File: config.mk
export PLATFORM = sky130hd
export DESIGN_NAME = timer_flags
export DESIGN_NICKNAME = d
export VERILOG_FILES = /design/src/design/timer_flags_pkg.sv /design/src/design/timer_flags.sv /design/src/design/timer_prescaler.sv
export SDC_FILE = /design/constraint.sdc
export NUM_CORES = 1
export LEC_CHECK = 0
export BUFFER_PORTS_ARGS = -buffer_cell sky130_fd_sc_hd__buf_4
export CAP_MARGIN = 20
export CORE_UTILIZATION = 45
export DETAILED_ROUTE_END_ITERATION = 8
export GPL_TIMING_DRIVEN = 1
export PLACE_DENSITY = 0.68
export SYNTH_ARGS = -nofsm -noshare
export SYNTH_HDL_FRONTEND = slang
export SYNTH_SLANG_ARGS = --single-unit
File: constraint.sdc
create_clock -name clk -period 2.45 [get_ports clk]
set_clock_uncertainty 0.05 [all_clocks]
set_input_delay 0.3675 -clock clk [delete_from_list [all_inputs] [get_ports clk]]
set_output_delay 0.3675 -clock clk [all_outputs]
set_load 0.005 [all_outputs]
File: src/design/timer_flags_pkg.sv
// Purpose: Shared constants for the timer prescaler and flag block
// Assumes: 8-bit register data in the low bits of a 32-bit Avalon word
// Notes:   Offsets are register indexes; byte address is four times index
package timer_flags_pkg;

    // ------------------------------------------------------------
    // Register indexes
    // ------------------------------------------------------------
    localparam logic [7:0] IDX_CNT_HI      = 8'h84;  // Counter high byte
    localparam logic [7:0] IDX_CNT_LO      = 8'h85;  // Counter low byte
    localparam logic [7:0] IDX_SYS_CTRL    = 8'h86;  // Timer system control
    localparam logic [7:0] IDX_CH_IRQ_EN   = 8'h8c;  // Channel irq enables
    localparam logic [7:0] IDX_MODE_CTRL   = 8'h8d;  // Overflow irq, ch7 reset, prescale
    localparam logic [7:0] IDX_CH_FLAGS    = 8'h8e;  // Channel event flags
    localparam logic [7:0] IDX_OVF_FLAG    = 8'h8f;  // Counter overflow flag
    localparam logic [7:0] IDX_CH_FIRST    = 8'h90;  // First channel register
    localparam logic [7:0] IDX_CH_LAST     = 8'h9f;  // Last channel register
    localparam logic [7:0] IDX_IRQ_STATUS  = 8'hc0;  // Sticky event status
    localparam logic [7:0] IDX_IRQ_CLEAR   = 8'hc1;  // Write-one clear of status
    localparam logic [7:0] IDX_IRQ_ENABLE  = 8'hc2;  // Enable of status bits
    localparam logic [7:0] IDX_CH7_CMP_HI  = 8'hc4;  // Channel 7 compare high byte
    localparam logic [7:0] IDX_CH7_CMP_LO  = 8'hc5;  // Channel 7 compare low byte

    // ------------------------------------------------------------
    // Field positions and reset values
    // ------------------------------------------------------------
    localparam int         POS_FAST_CLEAR  = 4;      // Fast flag clear in system ctrl
    localparam int         POS_OVF_IRQ_EN  = 7;      // Overflow irq enable
    localparam int         POS_CH7_RESET   = 3;      // Counter reset on ch7 compare
    localparam int         POS_OVF_FLAG    = 7;      // Overflow flag bit
    localparam logic [7:0] RST_BYTE        = 8'h00;  // Reset value of all registers
    localparam logic [2:0] PRESCALE_MAX    = 3'h5;   // Highest legal prescale code
    localparam int         PRESCALE_BITS   = 5;      // Divider stages
    localparam int         EV_CHANNEL      = 0;      // Status bit: channel irq
    localparam int         EV_OVERFLOW     = 1;      // Status bit: overflow irq

endpackage : timer_flags_pkg

File: src/design/timer_flags.sv
// Purpose: Prescaled 16-bit counter with channel and overflow flags
// Assumes: Avalon-MM slave, index addressing, one clock, sync reset
// Notes:   Capture/compare datapaths sit outside and send event strobes
//
// Notes on behaviour
// - Prescale code picks 1..32, two codes reserved
// - New prescale applies at all-zero stage edge
// - Eight channel flags set by channel events
// - Channel flags cleared by writing ones
// - Fast clear: channel access clears its flag
// - Overflow flag bit 7, write one clears
// - Fast clear: counter access clears overflow flag
// - Overflow flag set on counter wrap
// - Ch7 reset at all ones suppresses overflow
// - Channel flags interrupt only when enabled
// - Overflow flag interrupts only when enabled
`timescale 1ns/1ps
module timer_flags
    import timer_flags_pkg::*;
(
    input  wire logic        clk,
    input  wire logic        rst,
    input  wire logic [7:0]  address,
    input  wire logic        read,
    input  wire logic        write,
    input  wire logic [31:0] writedata,
    input  wire logic [3:0]  byteenable,
    output logic [31:0]      readdata,
    output logic             waitrequest,
    output logic             response_err,
    input  wire logic [7:0]  channel_event,
    input  wire logic        ch7_compare_hit,
    output logic [15:0]      free_running_counter,
    output logic             fast_flag_clear_all,
    output logic             channel_irq,
    output logic             overflow_irq,
    output logic             irq
);

    // ------------------------------------------------------------
    // Registers
    // ------------------------------------------------------------
    logic [7:0]  timer_system_control_q;   // Enable, fast clear
    logic [7:0]  channel_irq_enables_q;    // Per channel enables
    logic [7:0]  mode_ctrl_q;              // Overflow enable, ch7 reset, prescale
    logic [7:0]  channel_event_flags_q;    // Channel flags
    logic        overflow_flag_q;          // Overflow flag
    logic [15:0] count_q;                  // Free-running counter
    logic [15:0] ch7_compare_q;            // Channel 7 compare copy
    logic [1:0]  status_q;                 // Sticky irq status
    logic [1:0]  enable_q;                 // Status enables
    logic        ack_q;                    // One answer per request
    logic [31:0] rdata_q;                  // Read data
    logic        err_q;                    // Unmapped access
    logic        ch_irq_q;                 // Channel irq output
    logic        ovf_irq_q;                // Overflow irq output
    logic        irq_q;                    // Combined irq output
    logic [2:0]  prescale_code_q;          // Legal prescale code

    // Handshake, decode and counter helpers
    logic        req;                      // Request pending
    logic        acc;                      // Access completes this edge
    logic        wr_acc;                   // Write completes this edge
    logic        rd_acc;                   // Read completes this edge
    logic        tick;                     // Counter advance
    logic [7:0]  wbyte;                    // Write byte lane 0
    logic        fast_clear;               // Fast clear active
    logic [7:0]  ch_fast_clr;              // Fast clear per channel
    logic        cnt_access;               // Counter accessed
    logic        wrap;                     // Counter wraps
    logic        ch7_reset;                // Counter reset by ch7

    // ------------------------------------------------------------
    // Decode helpers
    // ------------------------------------------------------------
    function automatic logic is_addr(input logic [7:0] a, input logic [7:0] idx);
        is_addr = (a == idx);
    endfunction : is_addr

    function automatic logic [2:0] chan_of(input logic [7:0] a);
        chan_of = a[3:1];
    endfunction : chan_of

    function automatic logic mapped(input logic [7:0] a);
        mapped = is_addr(a, IDX_CNT_HI)     || is_addr(a, IDX_CNT_LO)    ||
                 is_addr(a, IDX_SYS_CTRL)   || is_addr(a, IDX_CH_IRQ_EN) ||
                 is_addr(a, IDX_MODE_CTRL)  || is_addr(a, IDX_CH_FLAGS)  ||
                 is_addr(a, IDX_OVF_FLAG)   || is_addr(a, IDX_IRQ_STATUS) ||
                 is_addr(a, IDX_IRQ_CLEAR)  || is_addr(a, IDX_IRQ_ENABLE) ||
                 is_addr(a, IDX_CH7_CMP_HI) || is_addr(a, IDX_CH7_CMP_LO);
    endfunction : mapped

    // ------------------------------------------------------------
    // Bus handshake: one wait cycle, then ack
    // ------------------------------------------------------------
    assign req    = read || write;
    assign acc    = req && ack_q;
    assign wr_acc = write && ack_q;
    assign rd_acc = read && ack_q;
    assign wbyte  = byteenable[0] ? writedata[7:0] : RST_BYTE;

    // Waitrequest low for exactly the completing cycle
    always_ff @(posedge clk) begin
        if (rst) begin
            ack_q <= 1'b0;
        end else begin
            ack_q <= req && !ack_q;
        end
    end

    // Waitrequest mirrors the not-yet-acknowledged state
    always_ff @(posedge clk) begin
        if (rst) begin
            waitrequest <= 1'b1;
        end else begin
            waitrequest <= !(req && !ack_q);
        end
    end

    // ------------------------------------------------------------
    // Control registers
    // ------------------------------------------------------------
    always_ff @(posedge clk) begin
        if (rst) begin
            timer_system_control_q <= RST_BYTE;
            channel_irq_enables_q  <= RST_BYTE;
            mode_ctrl_q            <= RST_BYTE;
            ch7_compare_q          <= 16'h0000;
            enable_q               <= 2'h0;
        end else if (wr_acc && byteenable[0]) begin
            if (is_addr(address, IDX_SYS_CTRL)) begin
                timer_system_control_q <= {wbyte[7:4], 4'h0};
            end
            if (is_addr(address, IDX_CH_IRQ_EN)) begin
                channel_irq_enables_q <= wbyte;
            end
            if (is_addr(address, IDX_MODE_CTRL)) begin
                mode_ctrl_q <= {wbyte[7], 1'b0, wbyte[5:0]};
            end
            if (is_addr(address, IDX_CH7_CMP_HI)) begin
                ch7_compare_q[15:8] <= wbyte;
            end
            if (is_addr(address, IDX_CH7_CMP_LO)) begin
                ch7_compare_q[7:0] <= wbyte;
            end
            if (is_addr(address, IDX_IRQ_ENABLE)) begin
                enable_q <= wbyte[1:0];
            end
        end
    end

    // Reserved codes keep the last legal selection
    always_ff @(posedge clk) begin
        if (rst) begin
            prescale_code_q <= 3'h0;
        end else if (mode_ctrl_q[2:0] <= PRESCALE_MAX) begin
            prescale_code_q <= mode_ctrl_q[2:0];
        end
    end

    // ------------------------------------------------------------
    // Prescaler and free-running counter
    // ------------------------------------------------------------
    timer_prescaler u_prescaler (
        .clk      (clk),
        .rst      (rst),
        .run      (timer_system_control_q[7]),
        .sel_code (prescale_code_q),
        .tick     (tick)
    );

    assign ch7_reset = mode_ctrl_q[POS_CH7_RESET] && ch7_compare_hit;
    // A ch7 reset at all ones takes the wrap path without flagging
    assign wrap = tick && (count_q == 16'hffff) && !ch7_reset;

    // Counter advance or ch7 compare reset
    always_ff @(posedge clk) begin
        if (rst) begin
            count_q <= 16'h0000;
        end else if (ch7_reset && tick) begin
            count_q <= 16'h0000;
        end else if (tick) begin
            count_q <= count_q + 16'h0001;
        end
    end

    // ------------------------------------------------------------
    // Fast clear decode
    // ------------------------------------------------------------
    assign fast_clear = timer_system_control_q[POS_FAST_CLEAR];
    assign cnt_access = acc && (is_addr(address, IDX_CNT_HI) || is_addr(address, IDX_CNT_LO));

    // Channel access: read or write clears that channel
    always_comb begin
        ch_fast_clr = 8'h00;
        if (fast_clear && acc && address >= IDX_CH_FIRST && address <= IDX_CH_LAST) begin
            ch_fast_clr[chan_of(address)] = 1'b1;
        end
    end

    // ------------------------------------------------------------
    // Channel flags: set wins over clear
    // ------------------------------------------------------------
    always_ff @(posedge clk) begin
        if (rst) begin
            channel_event_flags_q <= RST_BYTE;
        end else begin
            channel_event_flags_q <= (channel_event_flags_q
                & ~((wr_acc && is_addr(address, IDX_CH_FLAGS)) ? wbyte : 8'h00)
                & ~ch_fast_clr)
                | channel_event;
        end
    end

    // ------------------------------------------------------------
    // Overflow flag: set wins over clear
    // ------------------------------------------------------------
    always_ff @(posedge clk) begin
        if (rst) begin
            overflow_flag_q <= 1'b0;
        end else if (wrap) begin
            overflow_flag_q <= 1'b1;
        end else if (wr_acc && is_addr(address, IDX_OVF_FLAG) && wbyte[POS_OVF_FLAG]) begin
            overflow_flag_q <= 1'b0;
        end else if (fast_clear && cnt_access) begin
            overflow_flag_q <= 1'b0;
        end
    end

    // ------------------------------------------------------------
    // Interrupt outputs and sticky status
    // ------------------------------------------------------------
    always_ff @(posedge clk) begin
        if (rst) begin
            ch_irq_q  <= 1'b0;
            ovf_irq_q <= 1'b0;
            irq_q     <= 1'b0;
        end else begin
            ch_irq_q  <= |(channel_event_flags_q & channel_irq_enables_q);
            ovf_irq_q <= overflow_flag_q && mode_ctrl_q[POS_OVF_IRQ_EN];
            irq_q     <= |(status_q & enable_q);
        end
    end

    // Status latches irq requests; new event beats a clear
    always_ff @(posedge clk) begin
        if (rst) begin
            status_q <= 2'h0;
        end else begin
            status_q <= (status_q
                & ~((wr_acc && is_addr(address, IDX_IRQ_CLEAR)) ? wbyte[1:0] : 2'h0))
                | {ovf_irq_q, ch_irq_q};
        end
    end

    // ------------------------------------------------------------
    // Read data and error answer
    // ------------------------------------------------------------
    always_ff @(posedge clk) begin
        if (rst) begin
            rdata_q <= 32'h0000_0000;
            err_q   <= 1'b0;
        end else if (req && !ack_q) begin
            err_q   <= !mapped(address) && !(address >= IDX_CH_FIRST && address <= IDX_CH_LAST);
            rdata_q <= 32'h0000_0000;
            if (read) begin
                case (address)
                    IDX_CNT_HI:     rdata_q[7:0] <= count_q[15:8];
                    IDX_CNT_LO:     rdata_q[7:0] <= count_q[7:0];
                    IDX_SYS_CTRL:   rdata_q[7:0] <= timer_system_control_q;
                    IDX_CH_IRQ_EN:  rdata_q[7:0] <= channel_irq_enables_q;
                    IDX_MODE_CTRL:  rdata_q[7:0] <= mode_ctrl_q;
                    IDX_CH_FLAGS:   rdata_q[7:0] <= channel_event_flags_q;
                    IDX_OVF_FLAG:   rdata_q[7:0] <= {overflow_flag_q, 7'h00};
                    IDX_IRQ_STATUS: rdata_q[1:0] <= status_q;
                    IDX_IRQ_ENABLE: rdata_q[1:0] <= enable_q;
                    IDX_CH7_CMP_HI: rdata_q[7:0] <= ch7_compare_q[15:8];
                    IDX_CH7_CMP_LO: rdata_q[7:0] <= ch7_compare_q[7:0];
                    default:        rdata_q      <= 32'h0000_0000;
                endcase
            end
        end
    end

    // ------------------------------------------------------------
    // Output drives
    // ------------------------------------------------------------
    always_ff @(posedge clk) begin
        if (rst) begin
            free_running_counter <= 16'h0000;
            fast_flag_clear_all  <= 1'b0;
        end else begin
            free_running_counter <= count_q;
            fast_flag_clear_all  <= fast_clear;
        end
    end

    assign readdata     = rdata_q;
    assign response_err = err_q;
    assign channel_irq  = ch_irq_q;
    assign overflow_irq = ovf_irq_q;
    assign irq          = irq_q;

endmodule : timer_flags

File: src/design/timer_prescaler.sv
// Purpose: Divide-by-two stage prescaler for the free-running counter
// Assumes: Code already checked legal by the caller
// Notes:   New code is applied only when all stages are zero
`timescale 1ns/1ps
module timer_prescaler
    import timer_flags_pkg::*;
(
    input  wire logic       clk,
    input  wire logic       rst,
    input  wire logic       run,
    input  wire logic [2:0] sel_code,
    output logic            tick
);

    // Divider stages and active division code
    logic [PRESCALE_BITS-1:0] stage_q;
    logic [2:0]               active_q;
    logic [PRESCALE_BITS-1:0] mask;

    // ------------------------------------------------------------
    // Terminal mask of the active code
    // ------------------------------------------------------------
    always_comb begin
        mask = PRESCALE_BITS'((6'h01 << active_q) - 6'h01);
    end

    // Tick when the low active stages are all ones
    assign tick = run && ((stage_q & mask) == mask);

    // ------------------------------------------------------------
    // Stage counter
    // ------------------------------------------------------------
    always_ff @(posedge clk) begin
        if (rst) begin
            stage_q <= '0;
        end else if (run) begin
            stage_q <= stage_q + 1'b1;
        end
    end

    // ------------------------------------------------------------
    // Deferred code update at an all-zero stage edge
    // ------------------------------------------------------------
    always_ff @(posedge clk) begin
        if (rst) begin
            active_q <= 3'h0;
        end else if (run && (stage_q + 1'b1) == '0) begin
            active_q <= sel_code;
        end
    end

endmodule : timer_prescaler

==> out/metrics.cfg <==
[route]
vias = 4406
drt-total-wl_mm = 13.1
wl_per_cell_um = 16.9
drc_errors = 0
first_pass_iters = 5
avgViaCountPerCell = 5.69
postRouteAntennaNets = 0
drt-initial-drc-count = 375

[pwr]
p_per_area_nw_per_um2 = 540
peakVddDrop_mv = 0.228
power.leakage_nw = 2.21

[cells_and_area]
final_common_cell = dfxtp_1
final_cell_area_um2 = 5700
final_nets = 690
area_growth_pct = 14.6
utilization = 0.528
drive_gt1_frac = 0.170
most-common-layout-cells = 106 x dfxtp_1, 75 x buf_4, 66 x nor2_1
diodes = 0

[timing]
report.final.slew_viol_count = 0
min_period_ns = 2.22
timing.fmax_mhz = 451
finalSetupTns_ns = 0
worstMarginPinSlew_ns = 0.687
finalSetupViolations = 0
maxSlewHeadroom = 0.540
finalCritPeriodShare = 0.904
finalHoldViolCount = 0
rsz0062_at_grt = false

[logic_synthesis]
synth_seq_cells = 106
yosysUniqueCellTypes = 58
async_flop_share = 0
synth_enable_flop_cells = 0
synth_area_leader_cell = dfxtp_1
netlist_top_cells_area = dfxtp_1 43%, mux2i_1 7.6%, nor2_1 5.0%, a21oi_1 4.2%, nand2_1 3.8%
synth_top_flop_cell = dfxtp_1
syn_inst = 572
yosys_warnings = 0
synth_area_um2 = 4980
avgSynthCellArea_um2 = 8.70
ys_seq_area_frac = 0.426
synth.top_cell.area_share = 0.426

[clock_network]
clk_latency_ns = 0.37
clk_pin_slew_ns = 0.10
cts_tree = built
cts_buffers = 9
htree_levels = 3
ctsResizeCount = 0
postCtsHoldBufs = 0
clkSinkCount = 106
cts_max_path_buffers = 2
root_buffer = clkbuf_8
postCtsSetupBuffers = 0

[global_route]
grt_pass1_wl_mm = 20.6
grt_max_degree = 41
grt_use_met1 = 0.327
grt.overflow.total = 0
met2_usage = 0.352
grtUsageTotal = 0.233
grt_busiest_layer = met2
grt_use_met3 = 0.0456
first_global_vias = 3964
antenna_found_initial = 0

[floorplan]
io_pins = 111
start_util = 0.461
die_w_um = 107
dieArea_um2 = 11500
core_region_area_um2 = 10800
die_h_um = 107
fp-row-count = 38

[worst_hold_path]
hold_path.class = input port to flip-flop

[critical_path]
cpLargestDelayFamily = simple AND/OR/NAND/NOR gates
worst-path-max-fanout = 13
crit_type = flip-flop to flip-flop
rrSetupSlack_ns = 0.23
cp-start-kind = flip-flop
cp-end-kind = flip-flop
path_buf_inv = 0
critPathMaxStageDelay_ns = 0.51
cp_slowest_cell = nand4_1
crit_chain = nand2_1 -> o21ai_1 -> nand4_1 -> or3_1 -> a21oi_1
worstPathRequired_ns = 2.71
cp_data_arrival_time_ns = 2.48

[job]
cap_violations = 0

[placed_design]
dpl.hpwl_mm = 9.48
portBuffers = 59
placed_cell_area_um2 = 5500
place_congestion = 0.888

[status]
outcome = complete, no violations

==> cells by family (layout without fill, tap and decap cells) <==
kind of cell | count (synthesis) | in the layout | synth area share
other | 1 | 24 | 0.000754
AND/OR/NAND/NOR | 238 | 238 | 0.244
flip-flops | 106 | 106 | 0.426
multiplexers | 47 | 47 | 0.101
XOR/XNOR | 8 | 8 | 0.0141
adder cells (fa/ha/maj) | 3 | 3 | 0.00754
AO/OA/AOI/OAI | 111 | 111 | 0.140
buffers and inverters | 58 | 98 | 0.0661
==> through the flow <==
step	setup slack, ns	total power, mW	instances	hold WS [ns]
floorplan	0.463	1.91	595	0.381
global placement	0.326	1.99	759	0.388
detailed placement	0.277	1.99	759	0.398
CTS	0.261	3.09	775	0.149
global route	0.00797	3.18	775	0.150
finish	0.234	3.08	775	0.153
==> state kept, by name, summed over array words and instances (netlist names), 4 cells and up <==
register and count:
mode_ctrl_q 7, count_q 16, timer_system_control_q 4, ch7_compare_q 16, u_prescaler.stage_q 5, readdata 8
channel_event_flags_q 8, channel_irq_enables_q 8, free_running_counter 16
==> synth_stat cells (9+ instances only) <==
cell / number
nand4_1: 15
dfxtp_1: 106
buf_4: 25
nor2_1: 66
mux2i_1: 38
a21oi_1: 42
and3_1: 9
nor2b_1: 24
clkbuf_1: 17
nand2_1: 51
a22oi_1: 11
o21ai_0: 24
nand3_1: 30
==> layout make-up <==
class | instances | area (um2)
Clock inverter | 6 | 65.1
Multi-Input combinational cell | 431 | 2610
Clock buffer | 10 | 138
Tap cell | 140 | 175
Inverter | 7 | 26.3
Timing Repair Buffer | 75 | 563
Sequential cell | 106 | 2120
Fill cell | 1044 | 5090
==> power by group <==
part,leakage [nW],internal (mW),switching (mW)
logic,1.24,0.0708,0.136
registers,0.857,1.74,0.0108
clock network,0.108,0.505,0.622
total,2.21,2.31,0.768
==> final timing paths <==
path	end	cells after the start	from
setup / recovery	count_q[13]	5	u_prescaler.stage_q[0]
hold / removal	channel_event_flags_q[4]	3	channel_event[4]
setup reg to reg	count_q[13]	5	u_prescaler.stage_q[0]
hold reg to reg	ch7_compare_q[3]	2	ch7_compare_q[3]
==> per-layer routing <==
metal  routed length, um  part of all wire  vias up
met5                   0                 0        -
met4                 352             0.027        0
met3                 944             0.072       29
met2                5840              0.45      169
met1                5950              0.45     2095
li1                    -                 -     2113
==> tightest hold or removal path: cells and delay by family <==
| family | cells | cell delay (ns) |
|---|---|---|
| buffers and inverters | 1 | 0.08 |
| AOI/OAI and AO/OA | 1 | 0.03 |
| and+or+nand+nor | 1 | 0.07 |
(Power assumes the default switching activity.)
